===== src/rtl/scu_pkg.sv =====
/*
  constants, states and carriers for the serial communication unit.
  assumes a 40 mhz system clock; the unit itself is in scu_top.sv.
*/
package scu_pkg;
  // clock and bus timing
  localparam int CLK_PERIOD_NS = 25;
  localparam int CLK_HZ = 40_000_000;
  localparam int BAUD = 115200;
  // bus-free time, reference only: the start logic does not wait for it
  localparam int T_BUF_STD_NS = 4700;
  localparam int T_BUF_FAST_NS = 1300;
  localparam int T_HD_STA_NS = 4000;
  localparam int T_SU_STO_NS = 4000;
  localparam logic [9:0] HD_CYC = 10'((T_HD_STA_NS + CLK_PERIOD_NS - 1) / CLK_PERIOD_NS);
  localparam logic [9:0] SU_CYC = 10'((T_SU_STO_NS + CLK_PERIOD_NS - 1) / CLK_PERIOD_NS);
  localparam logic [9:0] BIT_CYC = 10'(CLK_HZ / BAUD);
  localparam logic [9:0] HALF_CYC = 10'(CLK_HZ / BAUD / 2);
  // pin synchroniser reset: {mosi, cs_b, sclk, rxd, sda, scl}
  localparam logic [5:0] SYNC_RST = 6'h37;
  localparam logic [3:0] ACK_RISE = 4'h8;
  localparam int FIFO_W = 8;
  localparam int FIFO_D = 4;

  typedef enum logic [2:0] {
    I_IDLE = 3'b000,
    I_WAIT = 3'b001,
    I_START = 3'b010,
    I_HELD = 3'b011,
    I_STOP = 3'b100
  } scu_i2c_st_t;

  typedef struct packed {
    logic soft_reset_bit;
    logic sync_mode_select;
    logic i2c_mode_select;
    logic multi_master_select;
    logic transmitter_select;
    logic clock_phase_select;
    logic bit_order_select;
  } scu_cfg_t;

  typedef struct packed {
    logic start_request;
    logic bus_busy_flag;
    logic module_active_flag;
    logic tx_ready_flag;
    logic start_seen_flag;
    logic stop_seen_flag;
    logic nack_flag;
  } scu_flags_t;
endpackage : scu_pkg


===== src/rtl/scu_top.sv =====
/*
  serial communication unit: i2c start/stop generator and bus monitor,
  uart receiver, spi slave transmitter, with a small transmit fifo.
  assumes all pins are asynchronous to clock_i and config comes from
  logic on clock_i; spi clock polarity is idle low.
*/
module scu_fifo #(
  parameter int W = 8,
  parameter int D = 4
) (
  // clock and reset
  input wire logic clock_i,
  input wire logic rst_b_i,
  input wire logic flush_i,
  // fill side
  input wire logic in_valid_i,
  input wire logic [W-1:0] in_data_i,
  output logic in_ready_o,
  // drain side
  output logic out_valid_o,
  output logic [W-1:0] out_data_o,
  input wire logic out_ready_i
);
  localparam int AW = $clog2(D);
  logic [W-1:0] mem_q [D];
  logic [AW-1:0] rd_q, rd_d, wr_q, wr_d;
  logic [AW:0] cnt_q, cnt_d;
  logic push, pop;

  // honest full and empty from the fill count
  assign in_ready_o = (cnt_q != (AW+1)'(D));
  assign out_valid_o = (cnt_q != '0);
  assign out_data_o = mem_q[rd_q];
  assign push = in_valid_i && in_ready_o;
  assign pop = out_ready_i && out_valid_o;

  // pointer and count update
  always_comb begin
    rd_d = pop ? AW'(rd_q + 1'b1) : rd_q;
    wr_d = push ? AW'(wr_q + 1'b1) : wr_q;
    cnt_d = (AW+1)'(cnt_q + (AW+1)'(push) - (AW+1)'(pop));
    if (flush_i) begin
      rd_d = '0;
      wr_d = '0;
      cnt_d = '0;
    end
  end

  always_ff @(posedge clock_i) begin
    if (!rst_b_i) begin
      rd_q <= '0;
      wr_q <= '0;
      cnt_q <= '0;
    end else begin
      rd_q <= rd_d;
      wr_q <= wr_d;
      cnt_q <= cnt_d;
    end
    if (push) begin
      mem_q[wr_q] <= in_data_i;
    end
  end
endmodule : scu_fifo

// Contract
// RULE1: start issued at bus release, no free time
// RULE2: bus-free time 4.7us/1.3us not guaranteed
// RULE3: bus-free time runs stop to start
// RULE4: software checks busy flag before start
// RULE5: reset during receive poisons next byte
// RULE6: software toggles sync select before release
// RULE7: busy bus with start request waits idle
// RULE8: waiting, tx ready follows foreign clock
// RULE9: bytes written while waiting are discarded
// RULE10: software waits start request clear first
// RULE11: start hold fixed, fails above 50kHz
// RULE12: software keeps clock below 50kHz
// RULE13: start/stop/nack flags cleared by bus events
// RULE14: software masks local enables around global
// RULE15: phase one bytes after first offset
// RULE16: buffer write preloads shift register
// RULE17: software rewrites buffer each transfer
// RULE18: busy flag from start until stop
module scu_top
  import scu_pkg::*;
(
  // clock and reset
  input wire logic clock_i,
  input wire logic rst_b_i,
  // control and status
  input wire scu_cfg_t cfg_i,
  input wire logic start_request_set_i,
  input wire logic stop_request_i,
  input wire logic [2:0] flag_clear_i,
  output scu_flags_t flags_o,
  // transmit holding buffer write
  input wire logic tx_valid_i,
  input wire logic [7:0] tx_data_i,
  output logic tx_ready_o,
  // receive data
  output logic [7:0] rx_data_o,
  output logic rx_valid_o,
  output logic framing_error_o,
  // i2c pins
  input wire logic scl_i,
  input wire logic sda_i,
  output logic scl_o,
  output logic scl_oe_o,
  output logic sda_o,
  output logic sda_oe_o,
  // uart and spi pins
  input wire logic rxd_i,
  input wire logic sclk_i,
  input wire logic cs_b_i,
  input wire logic mosi_i,
  output logic miso_o,
  output logic miso_oe_o
);
  logic [5:0] sy1_q, sy2_q, sy3_q;
  scu_flags_t fl_q, fl_d;
  scu_i2c_st_t ist_q, ist_d;
  logic [9:0] icnt_q, icnt_d, ucnt_q, ucnt_d;
  logic [3:0] ubit_q, ubit_d, ebit_q, ebit_d;
  logic [2:0] sbit_q, sbit_d;
  logic [7:0] rxs_q, rxs_d, sh_q, sh_d, rx_data_q, rx_data_d;
  logic urx_q, urx_d, poison_q, poison_d, first_q, first_d, loaded_q, loaded_d;
  logic rx_valid_q, rx_valid_d, ferr_q, ferr_d;
  logic pop, stop_ev, fv, push;
  logic [7:0] fd;
  logic scl, sda, sta_det, sto_det, scl_rise, scl_fall, rxd_fall;
  logic spi_en, cs, smp, shf, msb, cpha;

  // one bit shift, direction by bit order
  function automatic logic [7:0] scu_shift(input logic [7:0] v, input logic m,
                                           input logic b);
    scu_shift = m ? {v[6:0], b} : {b, v[7:1]};
  endfunction : scu_shift

  scu_fifo #(.W(FIFO_W), .D(FIFO_D)) scu_fifo_inst (
    .clock_i(clock_i),
    .rst_b_i(rst_b_i),
    .flush_i(cfg_i.soft_reset_bit),
    .in_valid_i(tx_valid_i),
    .in_data_i(tx_data_i),
    .in_ready_o(tx_ready_o),
    .out_valid_o(fv),
    .out_data_o(fd),
    .out_ready_i(pop)
  );

  // edges seen only from the second and third sync stages
  assign scl = sy2_q[0];
  assign sda = sy2_q[1];
  assign sta_det = scl && sy3_q[0] && !sda && sy3_q[1];
  assign sto_det = scl && sy3_q[0] && sda && !sy3_q[1];
  assign scl_rise = scl && !sy3_q[0];
  assign scl_fall = !scl && sy3_q[0];
  assign rxd_fall = !sy2_q[2] && sy3_q[2];
  assign cs = !sy2_q[4];
  assign spi_en = cfg_i.sync_mode_select && !cfg_i.i2c_mode_select;
  assign cpha = cfg_i.clock_phase_select;
  assign msb = cfg_i.bit_order_select;
  // phase one samples on the trailing edge and shifts on the leading one
  assign smp = cpha ? (!sy2_q[3] && sy3_q[3]) : (sy2_q[3] && !sy3_q[3]);
  assign shf = cpha ? (sy2_q[3] && !sy3_q[3]) : (!sy2_q[3] && sy3_q[3]);
  assign push = tx_valid_i && tx_ready_o;

  // next-state logic for all three protocol engines
  always_comb begin
    fl_d = fl_q;
    ist_d = ist_q;
    icnt_d = icnt_q;
    ucnt_d = ucnt_q;
    ubit_d = ubit_q;
    ebit_d = ebit_q;
    sbit_d = sbit_q;
    rxs_d = rxs_q;
    sh_d = sh_q;
    rx_data_d = rx_data_q;
    urx_d = urx_q;
    poison_d = poison_q;
    first_d = first_q;
    loaded_d = loaded_q;
    rx_valid_d = 1'b0;
    ferr_d = 1'b0;
    pop = 1'b0;
    stop_ev = 1'b0;
    // hardware clears on bus events, then software clears; sets come last
    if (sto_det) fl_d.start_seen_flag = 1'b0; // [RULE13]
    if (sta_det) begin
      fl_d.stop_seen_flag = 1'b0; // [RULE13]
      fl_d.nack_flag = 1'b0;
    end
    if (flag_clear_i[0]) fl_d.start_seen_flag = 1'b0;
    if (flag_clear_i[1]) fl_d.stop_seen_flag = 1'b0;
    if (flag_clear_i[2]) fl_d.nack_flag = 1'b0;
    if (push) fl_d.tx_ready_flag = 1'b0;
    if (sto_det) begin
      fl_d.bus_busy_flag = 1'b0; // [RULE18]
      fl_d.stop_seen_flag = 1'b1; // [RULE3]
    end
    if (sta_det) begin
      fl_d.bus_busy_flag = 1'b1; // [RULE18]
      fl_d.start_seen_flag = 1'b1;
      ebit_d = 4'h0;
    end else if (scl_rise && fl_q.bus_busy_flag) begin
      // ninth rising clock is the acknowledge slot
      ebit_d = (ebit_q == ACK_RISE) ? 4'h0 : 4'(ebit_q + 4'h1);
      if (ebit_q == ACK_RISE && sda) fl_d.nack_flag = 1'b1;
    end
    // i2c start and stop generation
    case (ist_q)
      I_IDLE: begin
        if (fl_q.start_request && cfg_i.sync_mode_select && cfg_i.i2c_mode_select) begin
          // no bus-free timer: the free time is left to software
          ist_d = fl_q.bus_busy_flag ? I_WAIT : I_START; // [RULE7] [RULE2]
          icnt_d = 10'h000;
        end
      end
      I_WAIT: begin
        if (scl_fall) fl_d.tx_ready_flag = 1'b1; // [RULE8]
        pop = fv; // [RULE9]
        if (!fl_q.bus_busy_flag) ist_d = I_START; // [RULE1]
      end
      I_START: begin
        // fixed hold, sized for a 100 kbps bus with slow clock only
        icnt_d = 10'(icnt_q + 10'h001);
        if (icnt_q == HD_CYC - 10'h001) begin // [RULE11]
          ist_d = I_HELD;
          fl_d.start_request = 1'b0;
          fl_d.tx_ready_flag = 1'b1;
        end
      end
      I_HELD: begin
        icnt_d = 10'h000;
        if (stop_request_i) ist_d = I_STOP;
      end
      I_STOP: begin
        icnt_d = 10'(icnt_q + 10'h001);
        if (icnt_q == SU_CYC - 10'h001) ist_d = I_IDLE;
      end
      default: ist_d = I_IDLE;
    endcase
    if (start_request_set_i) fl_d.start_request = 1'b1;
    // uart receiver, lsb first, one stop bit
    if (!urx_q) begin
      if (!cfg_i.sync_mode_select && rxd_fall) begin
        urx_d = 1'b1;
        ucnt_d = HALF_CYC;
        ubit_d = 4'h0;
      end
    end else if (ucnt_q != 10'h000) begin
      ucnt_d = 10'(ucnt_q - 10'h001);
    end else begin
      ucnt_d = BIT_CYC - 10'h001;
      ubit_d = 4'(ubit_q + 4'h1);
      if (ubit_q == 4'h0 && sy2_q[2]) urx_d = 1'b0;
      if (ubit_q != 4'h0 && ubit_q <= 4'h8) rxs_d = scu_shift(rxs_q, 1'b0, sy2_q[2]);
      if (ubit_q == 4'h9) begin
        stop_ev = 1'b1;
        urx_d = 1'b0;
        rx_data_d = rxs_q;
        rx_valid_d = 1'b1;
        ferr_d = !sy2_q[2] || poison_q; // [RULE5]
        poison_d = 1'b0;
      end
    end
    // spi slave shift engine
    if (!spi_en || !cs) begin
      sbit_d = 3'h0;
      first_d = 1'b1;
    end else begin
      // the shift edge after the last sample belongs to the next byte's load
      if (shf && sbit_q != 3'h0) sh_d = scu_shift(sh_q, msb, 1'b0);
      if (smp) begin
        rxs_d = scu_shift(rxs_q, msb, sy2_q[5]);
        sbit_d = 3'(sbit_q + 3'h1);
        if (sbit_q == 3'h7) begin
          rx_data_d = scu_shift(rxs_q, msb, sy2_q[5]);
          rx_valid_d = 1'b1;
          loaded_d = 1'b0;
          first_d = 1'b0;
        end
      end
    end
    // preload from the buffer; later bytes in phase one come in offset
    if (spi_en && !loaded_d && fv && sbit_d == 3'h0) begin
      pop = 1'b1; // [RULE16]
      loaded_d = 1'b1;
      sh_d = (cpha && !first_d) ? scu_shift(fd, msb, 1'b0) : fd; // [RULE15]
    end
    fl_d.module_active_flag = urx_d || (ist_d != I_IDLE) || (spi_en && cs);
    // soft reset: receiver poison survives until sync select is toggled or the next byte's stop bit
    if (cfg_i.soft_reset_bit) begin
      if (urx_q) poison_d = 1'b1; // [RULE5]
      if (cfg_i.sync_mode_select) poison_d = 1'b0; // [RULE6]
      fl_d = '0;
      ist_d = I_IDLE;
      urx_d = 1'b0;
      sbit_d = 3'h0;
      loaded_d = 1'b0;
      first_d = 1'b1;
      rx_valid_d = 1'b0;
      ferr_d = 1'b0;
    end
  end

  // registers; synchroniser first stage only feeds the second
  always_ff @(posedge clock_i) begin
    if (!rst_b_i) begin
      sy1_q <= SYNC_RST;
      sy2_q <= SYNC_RST;
      sy3_q <= SYNC_RST;
      fl_q <= '0;
      ist_q <= I_IDLE;
      icnt_q <= 10'h000;
      ucnt_q <= 10'h000;
      ubit_q <= 4'h0;
      ebit_q <= 4'h0;
      sbit_q <= 3'h0;
      rxs_q <= 8'h00;
      sh_q <= 8'h00;
      rx_data_q <= 8'h00;
      urx_q <= 1'b0;
      poison_q <= 1'b0;
      first_q <= 1'b1;
      loaded_q <= 1'b0;
      rx_valid_q <= 1'b0;
      ferr_q <= 1'b0;
    end else begin
      sy1_q <= {mosi_i, cs_b_i, sclk_i, rxd_i, sda_i, scl_i};
      sy2_q <= sy1_q;
      sy3_q <= sy2_q;
      fl_q <= fl_d;
      ist_q <= ist_d;
      icnt_q <= icnt_d;
      ucnt_q <= ucnt_d;
      ubit_q <= ubit_d;
      ebit_q <= ebit_d;
      sbit_q <= sbit_d;
      rxs_q <= rxs_d;
      sh_q <= sh_d;
      rx_data_q <= rx_data_d;
      urx_q <= urx_d;
      poison_q <= poison_d;
      first_q <= first_d;
      loaded_q <= loaded_d;
      rx_valid_q <= rx_valid_d;
      ferr_q <= ferr_d;
    end
  end

  // outputs; open-drain lines only ever pull low
  assign flags_o = fl_q;
  assign rx_data_o = rx_data_q;
  assign rx_valid_o = rx_valid_q;
  assign framing_error_o = ferr_q;
  assign scl_o = 1'b0;
  assign sda_o = 1'b0;
  assign scl_oe_o = (ist_q == I_HELD);
  assign sda_oe_o = (ist_q == I_START) || (ist_q == I_HELD) || (ist_q == I_STOP);
  assign miso_o = msb ? sh_q[7] : sh_q[0];
  assign miso_oe_o = spi_en && cs;
endmodule : scu_top


===== config.mk =====
export PLATFORM = sky130hd
export DESIGN_NAME = scu_top
export DESIGN_NICKNAME = d
export VERILOG_FILES = /design/src/rtl/scu_pkg.sv /design/src/rtl/scu_top.sv
export SDC_FILE = /design/constraint.sdc
export NUM_CORES = 1
export LEC_CHECK = 0
export BUFFER_PORTS_ARGS = -buffer_cell sky130_fd_sc_hd__buf_2
export CAP_MARGIN = 20
export CORE_MARGIN = 2
export CORE_UTILIZATION = 64
export CTS_CLUSTER_DIAMETER = 100
export DETAILED_ROUTE_END_ITERATION = 6
export PLACE_DENSITY_LB_ADDON = 0.15
export RECOVER_POWER = 50
export SLEW_MARGIN = 20
export SYNTH_ARGS = -nofsm -noshare
export SYNTH_HDL_FRONTEND = slang
export SYNTH_SLANG_ARGS = --single-unit

===== constraint.sdc =====
create_clock -name clock_i -period 9.9 [get_ports clock_i]
set_input_delay 0.495 -clock clock_i [delete_from_list [all_inputs] [get_ports clock_i]]
set_output_delay 0.495 -clock clock_i [all_outputs]
set_load 0.01 [all_outputs]

# Yosys cells after proc, flatten, opt, wreduce, memory -nomap -nowiden
# Memory sizes are Yosys's and may differ from the RTL's. A register that Yosys moved wholly into a read port is not among the register bits.
# Index checks and enable logic that the tools add are counted.
[op_classes] bitwise_logic=3 reduce_logical=69 n_mux=87 n_eq_ne=12 addsub=9 order_cmp=1
[op_table] cell="$mux 8" count=18
[op_table] cell="$mux 1" count=47
[op_table] cell="$mux 10" count=4
[op_table] cell="$pmux 10 s3" count=1
[op_table] cell="$logic_and 1x1->1" count=26
[op_table] cell="$mux 3" count=7
[op_table] cell="$reduce_bool 3->1" count=6
[op_table] cell="$mux 4" count=4
[op_table] cell="$pmux 3 s5" count=1
[op_table] cell="$logic_not 1->1" count=13
[op_table] cell="$add 10x1->10 const B" count=1
[op_table] cell="$eq 10x8->1 const B" count=1
[op_table] cell="$reduce_bool 10->1" count=1
[op_table] cell="$reduce_bool 2->1" count=5
[op_table] cell="$sub 10x1->10 const B" count=1
[op_table] cell="$add 4x1->4 const B" count=2
[op_table] cell="$eq 4x4->1 const B" count=2
[op_table] cell="$mux 2" count=4
[op_table] cell="$reduce_and 2->1" count=4
[op_table] cell="$eq 3x2->1 const B" count=2
[op_table] cell="$eq 3x3->1 const B" count=2
[op_table] cell="$logic_not 3->1" count=2
[op_table] cell="$logic_or 1x1->1" count=6
[op_table] cell="$reduce_or 2->1" count=3
[op_table] cell="other kinds (14)" count=18
[word_totals] word_cells=210 out_inout_bits=24 inputBits=29 ram_bits=32 reg_bits=94 mem_count=1
[memory_table] memory="scu_fifo_inst.mem_q" words=4 word_bits=8 read_ports=1 rd_ports_with_merged_regs=1 write_ports=1 line_no="scu_top.sv:25" text="logic [W-1:0] mem_q [D];"

# Longest topological paths before layout
# Gate-level depths: netlist (run 1).
[logic_depth] word_depth=13 depth_mapped=16 depth_no_buf=15

# Hierarchy
# From an unflattened synthesis (run 1), not the netlist that was laid out.
[unflattened] cells_unflattened=623 area_unflattened_um2=6065.8
[modules_own_cells] module="scu_top" area_per_inst_um2=4428.0 seq_area_each_um2=1741.7 instances=1 cells_per_inst=532
[modules_own_cells] module="scu_fifo" area_per_inst_um2=1637.8 seq_area_each_um2=1141.1 instances=1 cells_per_inst=91

# Least setup slack after synthesis (run 1)
# OpenSTA, ideal clock, no wires.
[synth_timing] path_kind="input port to flip-flop" from="input port cfg_i[1] (netlist bit)" to="register scu_fifo_inst.cnt_q[2]" path_stages=14 path_buffers=1 setup_ps=128 arrival_ps=3138 t_required_ps=9772 slack_ps=6635 cell_sequence="or3b_1 > a211oi_1 > a211oi_2 > and2_1 > buf_4 > or2_2 > ha_1 > inv_1 > ha_1 > inv_1 > fa_1 > xor2_1 > xnor2_1 > nor2_1"
[synth_between] elab_chain_len=10 word_cells_on_any_way=13 classes_between="add/sub: 1; mux: 6; reduce/logical: 6"
[synth_lines] item="start, declared" line_no="scu_top.sv:91" text="input wire scu_cfg_t cfg_i,"
[synth_lines] item="$mux 1 *" line_no="scu_top.sv:164" text="assign smp = cpha ? (!sy2_q[3] && sy3_q[3]) : (sy2_q[3] && !sy3_q[3]);"
[synth_lines] item="$mux 1" line_no="scu_top.sv:275" text="if (smp) begin"
[synth_lines] item="$mux 1" line_no="scu_top.sv:269" text="if (!spi_en || !cs) begin"
[synth_lines] item="$logic_not 1->1" line_no="scu_top.sv:287" text="if (spi_en && !loaded_d && fv && sbit_d == 3'h0) begin"
[synth_lines] item="$logic_and 1x1->1 (2 in a row)" line_no="scu_top.sv:287"
[synth_lines] item="$logic_and 1x1->1 *" line_no="scu_top.sv:287"
[synth_lines] item="$mux 1 *" line_no="scu_top.sv:287"
[synth_lines] item="$logic_and 1x1->1 *" line_no="scu_top.sv:35" text="assign pop = out_ready_i && out_valid_o;"
[synth_lines] item="net scu_fifo_inst.pop" line_no="scu_top.sv:28" text="logic push, pop;"
[synth_lines] item="$sub 3x1->3 *" line_no="scu_top.sv:41" text="cnt_d = (AW+1)'(cnt_q + (AW+1)'(push) - (AW+1)'(pop));"
[synth_lines] item="end signal, assigned" line_no="scu_top.sv:57" text="cnt_q <= cnt_d;"
[synth_lines] item="end, declared" line_no="scu_top.sv:27" text="logic [AW:0] cnt_q, cnt_d;"
# Mark *: on every way through the listed nets, which the timed path passes. The rest lies on a longest branch.
# A chain may end at the register's enable or synchronous reset.

# Worst setup path in the final report (run 1)
[layout_timing] from="register sy2_q[3]" to="register scu_fifo_inst.cnt_q[2]"
[layout_between] elab_chain_len=12 word_cells_on_any_way=16 classes_between="add/sub: 1; mux: 6; reduce/logical: 9"
[layout_lines] item="start, declared" line_no="scu_top.sv:119" text="logic [5:0] sy1_q, sy2_q, sy3_q;"
[layout_lines] item="start signal, assigned" line_no="scu_top.sv:332" text="sy2_q <= sy1_q;"
[layout_lines] item="$logic_not 1->1" line_no="scu_top.sv:164"
[layout_lines] item="$logic_and 1x1->1" line_no="scu_top.sv:164"
[layout_lines] item="$mux 1 *" line_no="scu_top.sv:164"
[layout_lines] item="$mux 1" line_no="scu_top.sv:275"
[layout_lines] item="$mux 1" line_no="scu_top.sv:269"
[layout_lines] item="$logic_not 1->1" line_no="scu_top.sv:287"
[layout_lines] item="$logic_and 1x1->1 (2 in a row)" line_no="scu_top.sv:287"
[layout_lines] item="$logic_and 1x1->1 *" line_no="scu_top.sv:287"
[layout_lines] item="$mux 1 *" line_no="scu_top.sv:287"
[layout_lines] item="$logic_and 1x1->1 *" line_no="scu_top.sv:35"
[layout_lines] item="net scu_fifo_inst.pop" line_no="scu_top.sv:28"
[layout_lines] item="$sub 3x1->3 *" line_no="scu_top.sv:41"
# Marks and branches as above.

==> impl_metrics.csv, run 1 <==
group,metric,value,unit
outcome,status,"finished with violations",
outcome,violations,"max-capacitance violations, max-slew violations",
detailed_routing,firstDrtPassIters,5,
sta,skew,0.008608,ns
sta,fin_setup_tns,0,ns
floorplan,die_y,99.73,um
final_layout,final_common_cell,"dfxtp_1",
yosys,seq_area_frac_synth,49.16,%
sta,period_needed,3.459,ns
clock_network,ctsHoldBuffers,0,
yosys,synthDistinctLibCells,64,
setup_path,start_kind,"flop",
yosys,synth_ff_type,"dfxtp_1",
floorplan,core_area,8806,um2
yosys,synth_top_area_cell,"dfxtp_1",
clock_network,htreeDepth,4,
detailed_routing,ant_nets,0,
yosys,synth_edf_count,32,
floorplan,die-width,99.73,um
setup_path,reg2regPathDepth,13,
yosys,synth_area_per_cell,10.01,um2
setup_path,cp.required,10.28,ns
setup_path,critPathMaxFanout,9,
detailed_routing,routed_wl,11720,um
global_route,grt_pass1_vias,4233,
placement,pre_cts_slack,6.243,ns
yosys,yosysWarningCount,0,
global_route,grt_pass1_wl,19680,um
detailed_routing,num_vias,4445,
final_layout,fillers,614,
clock_network,cts_inserted_buffers,17,
clock_network,post_cts.repair.setup_buffers,0,
final_layout,seqCellArea,2883,um2
global_route,grt_max_degree,41,
setup_path,path_class,"reg -> reg",
setup_path,rr_endpoint,"scu_fifo_inst.cnt_q[2]",
placement,io_buffers,48,
clock_network,clk_pin_slew,0.07,ns
detailed_routing,drtIter0Drc,146,
final_layout,fin_cells,749,
setup_path,r2r-start,"sy2_q[3]",
sta,max_freq,0.2891,GHz
worst_hold_path,hold_path.class,"in -> reg",
sta,drv_slew,41,
final_layout,final_cell_mix,"dfxtp_1 (96), nor2_1 (58), nand2_1 (49)",
power,p_comb_share,5.4,%
detailed_routing,via_per_inst,5.935,
worst_hold_path,hold_depth,2,
clock_network,cts_tree,"yes",
sta,setup_viol,0,
power,p_switching,311.9,uW
final_layout,multi_input_area,2765,um2
setup_path,arrival,3.84,ns
power,leakagePower,2.573,nW
sta,final.setup.worst_slack,6.441,ns
sta,grt_setup_unrepaired,"no",
yosys,synthCells,586,
detailed_routing,drc,0,
final_layout,drive_gt1_share,14.35,%
job,cap_violations,1,
power,p_per_area,181.4,nW/um2
clock_network,root_buffer,"clkbuf_8",
clock_network,insertion_delay,0.53,ns
worst_hold_path,hold_path_end,"sy1_q[1]",
power,p_seq_share,46.0,%
floorplan,start_util,66.60,%
sta,max_slew_margin,-11.35,%
global_route,antenna_found_initial,0,
yosys,yosysTopAreaCellShare,32.77,%
detailed_routing,routedWlPerCell,15.65,um
placement,place_inst,717,
power,clock_power_share,48.7,%
sta,period_share,34.94,%
placement,dp.final_hpwl,7667,um
yosys,netlist_area,5864,um2
sta,tightest_slew,1.670,ns
yosys,synthTopCellsByArea,"dfxtp_1 (33%), edfxtp_1 (16%), mux2i_1 (4.1%)",
floorplan,die_area,9945,um2
yosys,ys_ff_latch,128,
setup_path,end_kind,"flop",
final_layout,fin_nets,674,
setup_path,reg2reg_slack,6.44,ns
final_layout,num_antenna_cells,0,
power,p_sw_share,25.84,%
clock_network,clkSinkCount,128,
clock_network,ctsResizeCount,0,
final_layout,synthToLayoutAreaGrowth,13.46,%
global_route,track_usage,25.03,%
floorplan,rows,34,
clock_network,clockBufferDepth,2,
placement,gp_congestion,0.8587,
sta,hold_viol,0,
yosys,async_flop_share,0,%
power,p_int,895.1,uW
worst_hold_path,hold_start,"sda_i",
floorplan,boundaryPins,53,
power,ir_worst_vdd,136.4,uV
global_route,grt-ovfl-total,0,
[worst max path at each step]
stage,startpoint,to,slack (ns),depth (start not counted)
global placement,cfg_i[5],scu_fifo_inst.cnt_q[2],6.27,15
floorplan,cfg_i[1],scu_fifo_inst.cnt_q[2],6.63,14
CTS,sbit_q[0],scu_fifo_inst.cnt_q[2],6.45,15
global route,rst_b_i,flags_o[4],6.08,5
finish,sy2_q[3],scu_fifo_inst.cnt_q[2],6.44,13
detailed placement,cfg_i[5],scu_fifo_inst.cnt_q[2],6.24,15
[registers in the layout, indices dropped and copies added, names as in the netlist, 4 cells and up, named ones only]
signal               flops
flags_o                  7
rxs_q                    8
icnt_q                  10
ebit_q                   4
rx_data_o                8
sy3_q                    4
scu_fifo_inst.mem_q     32
ubit_q                   4
sy1_q                    6
ucnt_q                  10
sy2_q                    6
sh_q                     8
[synth_stat cells (6+ instances only)]
cell	instances
dfxtp_1	96
nor2_1	58
nand2_1	49
edfxtp_1	32
a21oi_1	26
nand3_1	25
o21ai_0	25
mux2i_1	24
inv_1	22
clkbuf_1	20
nand2b_1	20
ha_1	16
xor2_1	11
and2_1	10
a311oi_1	9
mux2_2	9
xnor2_1	9
a31oi_1	8
and3_1	8
mux4_2	8
nand4_1	8
nor3_1	8
o22ai_1	8
a211oi_1	6
nor2b_1	6
o211ai_1	6
[per-layer routing]
metal  global-route usage, %  up-vias  share of wire [%]
li1                        -     2191                  -
met1                   31.09     2098                 44
met2                   42.20      130                 50
met3                   4.779       26                4.5
met4                   11.91        0                2.2
met5                       0        -                  0
[through the flow]
| step | total power, mW | cell area, um2 | hold WS [ns] | util, % |
|---|---|---|---|---|
| global route | 1.246 | 6654 | 0.1507 | 75.56 |
| finish | 1.207 | 6654 | 0.1486 | 75.56 |
| floorplan | 0.6113 | 5868 | 0.3863 | - |
| detailed placement | 0.6304 | 6122 | 0.3941 | 69.52 |
| global placement | 0.6276 | 6122 | 0.3950 | 69.52 |
| CTS | 1.212 | 6678 | 0.1417 | 75.83 |
[layout make-up]
type                            count  area share, %
Sequential cell                   128          43.32
Clock inverter                     15          2.125
Multi-Input combinational cell    408          41.56
Clock buffer                       17          6.224
Inverter                           24          1.373
Timing Repair Buffer               49          3.366
Tap cell                          108          2.031
[power by group through the flow]
stage | logic (mW) | clock network, mW | registers [mW]
after detailed placement | 0.0641 | 0 | 0.566
after global placement | 0.0619 | 0 | 0.566
after CTS | 0.0652 | 0.592 | 0.555
after global routing | 0.0725 | 0.618 | 0.556
after floorplan | 0.0474 | 0 | 0.564
final | 0.0647 | 0.587 | 0.555
[critical path, cell delays in order (launching register included)]
cell and delay, ns:
dfxtp_1 0.39, or3b_1 0.42, and2_1 0.27, o32ai_2 0.44
and2_1 0.39, or2_2 0.18, ha_1 0.23, inv_1 0.06
ha_1 0.13, inv_1 0.05, fa_1 0.36, xor2_1 0.19
xnor2_1 0.15, nor2_1 0.06
[cells by family (layout without fill, tap and decap cells)]
| logic type | Yosys count | in the layout | share of synthesized area [%] |
|---|---|---|---|
| adder cells (fa/ha/maj) | 17 | 17 | 3.755 |
| other | 1 | 2 | 0.06395 |
| XOR/XNOR | 20 | 20 | 2.987 |
| AO/OA/AOI/OAI | 109 | 109 | 12.35 |
| flip-flops | 128 | 128 | 49.16 |
| AND/OR/NAND/NOR | 219 | 219 | 19.03 |
| buffers and inverters | 51 | 105 | 3.755 |
| multiplexers | 41 | 41 | 8.897 |
No activity file was read; power rests on OpenSTA's default activity.
==> run 2: changes to the inputs <==
--- a/config.mk
+++ b/config.mk
@@ -8,7 +8,7 @@
 export BUFFER_PORTS_ARGS = -buffer_cell sky130_fd_sc_hd__buf_2
 export CAP_MARGIN = 20
 export CORE_MARGIN = 2
-export CORE_UTILIZATION = 64
+export CORE_UTILIZATION = 59
 export CTS_CLUSTER_DIAMETER = 100
 export DETAILED_ROUTE_END_ITERATION = 6
 export PLACE_DENSITY_LB_ADDON = 0.15
==> constraint.sdc (replaced) <==
create_clock -name clock_i -period 3.2 [get_ports clock_i]
set_input_delay 0.16 -clock clock_i [delete_from_list [all_inputs] [get_ports clock_i]]
set_output_delay 0.16 -clock clock_i [all_outputs]
set_load 0.01 [all_outputs]
==> run 2 against run 1 <==
The run now ends clean. Design area grew 4.4%. Count of clock-buffer cells in the layout unchanged. Largest cell class unchanged. Combinational power grew to 3.5 times the previous value. Sequential cell count stayed put. Non-clock buffer count is 28 higher. Worst setup slack got worse by 6.3 ns. Final cell count is 7.1% higher. Worst hold slack got worse by 0.12 ns. Register-to-register slack worse by 6.3 ns.
==> impl_metrics.csv, run 2 (synthesis gave the netlist of run 1 again) <==
group,metric,value,unit
clock_network,cts_tree,"yes",
floorplan,die_y,103.7,um
setup_path,critPathMaxFanout,6,
sta,period_needed,3.017,ns
sta,max_slew_margin,48.81,%
placement,gp_congestion,0.8570,
global_route,antenna_found_initial,0,
clock_network,root_buffer,"clkbuf_8",
detailed_routing,ant_nets,0,
setup_path,path_class,"reg -> reg",
detailed_routing,top_layer,"met4",
global_route,grt_pass1_vias,4371,
setup_path,max_stage_delay,0.43,ns
setup_path,end_kind,"flop",
global_route,grt_pass1_wl,20560,um
floorplan,boundaryPins,53,
power,ir_worst_vdd,512.3,uV
floorplan,start_util,60.28,%
setup_path,reg2regPathDepth,13,
final_layout,final_common_cell,"dfxtp_1",
clock_network,clk_pin_slew,0.06,ns
worst_hold_path,hold_depth,3,
detailed_routing,wl_met1,5507,um
final_layout,drive_gt1_share,14.05,%
clock_network,clkSinkCount,128,
setup_path,cpLargestDelayFamily,"simple AND/OR/NAND/NOR gates",
detailed_routing,met3WireLength,462,um
final_layout,reg_top3,"scu_fifo_inst.mem_q (32), icnt_q (10), ucnt_q (10)",
final_layout,largest_reg_flops,32,
sta,fin_setup_tns,0,ns
setup_path,crit_cells,13,
job,cap_violations,0,
clock_network,insertion_delay,0.54,ns
final_layout,final_area,6947,um2
setup_path,start_kind,"flop",
final_layout,multi_input_area,2779,um2
final_layout,synthToLayoutAreaGrowth,18.46,%
setup_path,cp.required,3.63,ns
global_route,grt_max_degree,40,
detailed_routing,routed_wl,12220,um
sta,skew,0.01147,ns
detailed_routing,drc,0,
setup_path,crit_slowest_cell,"or3b_4",
clock_network,cts_inserted_buffers,17,
worst_hold_path,hold_path.class,"in -> reg",
placement,io_buffers,48,
sta,tightest_slew,0.7632,ns
placement,place_inst,750,
floorplan,rows,36,
power,power.total,3.724,mW
final_layout,fin_nets,702,
detailed_routing,num_vias,4496,
setup_path,crit_buf_inv,2,
sta,fin_hold_ws,0.02781,ns
final_layout,num_antenna_cells,0,
sta,setup_viol,0,
final_layout,final_cell_mix,"dfxtp_1 (96), nor2_1 (58), nand2_1 (49)",
floorplan,die-width,103.7,um
placement,dp.final_hpwl,8075,um
final_layout,fillers,759,
detailed_routing,drtIter0Drc,179,
sta,max_freq,0.3315,GHz
detailed_routing,routedWlPerCell,15.23,um
clock_network,clockBufferDepth,2,
sta,drv_slew,0,
setup_path,crit_chain,"or3b_4, a211oi_2, a211oi_2, and2_1, or2_2, ha_1, inv_1, ha_1, inv_1, fa_2, xor2_2, xnor2_1, nor2_1",
floorplan,core_area,9729,um2
detailed_routing,via_per_inst,5.606,
final_layout,fin_cells,802,
setup_path,arrival,3.45,ns
sta,grt_setup_unrepaired,"no",
global_route,grt-ovfl-total,0,
global_route,track_usage,23.93,%
detailed_routing,met2_length,5978,um
detailed_routing,firstDrtPassIters,4,
sta,period_share,94.28,%
final_layout,top_register,"scu_fifo_inst.mem_q",
sta,hold_viol,0,
setup_path,reg2reg_slack,0.18,ns
clock_network,post_cts.repair.setup_buffers,0,
power,leakagePower,2.655,nW
final_layout,seqCellArea,2883,um2
placement,placed_area,6213,um2
clock_network,htreeDepth,4,
floorplan,die_area,10750,um2
outcome,status,"finished clean",
power,p_per_area,536.0,nW/um2
[run 2: through the flow]
step	util, %	setup WS, ns
after floorplan	-	0.07100
after global placement	63.86	0.1698
after detailed placement	63.86	0.03122
after CTS	71.60	0.01746
after global routing	71.40	0.009816
final	71.40	0.1831
[run 2: final timing paths]
path / startpoint / end
min reg2reg: sy1_q[0] / sy2_q[0]
max: sy2_q[3] / scu_fifo_inst.cnt_q[2]
max reg2reg: sy2_q[3] / scu_fifo_inst.cnt_q[2]
min: cfg_i[5] / flop
[run 2: report_power, final]
| group | total, mW | internal [mW] | switching [mW] |
|---|---|---|---|
| clock | 1.78 | 1.03 | 0.747 |
| combinational | 0.224 | 0.100 | 0.123 |
| sequential | 1.72 | 1.69 | 0.0246 |
| total | 3.72 | 2.83 | 0.895 |
[run 2: layout make-up]
| cell class | count | share of cell area (%) |
|---|---|---|
| tap | 133 | 2.396 |
| sequential | 128 | 41.50 |
| timing repair buffer | 77 | 6.826 |
| inverter | 24 | 1.315 |
| clock buffer | 17 | 5.962 |
| clock inverter | 15 | 1.999 |
| multi-input combinational | 408 | 40.00 |
[run 2: metal layers]
metal / global-route usage (%) / up-vias
met4: 10.91 / 0
met1: 29.71 / 2114
met5: 0 / -
li1: - / 2262
met3: 6.356 / 26
met2: 39.21 / 94
[run 2: timing repair]
item / in CTS / in global routing
resized for setup: 0 / 4
hold endpoints to repair: 45 / 0
hold buffers: 20 / 0
setup endpoints to repair: 0 / 1
[run 2: tightest hold or removal path: cells and delay by family]
kind                   cells  cell delay (ns)
and+or+nand+nor            1             0.13
buffers and inverters      1             0.17
AOI/OAI and AO/OA          1             0.06
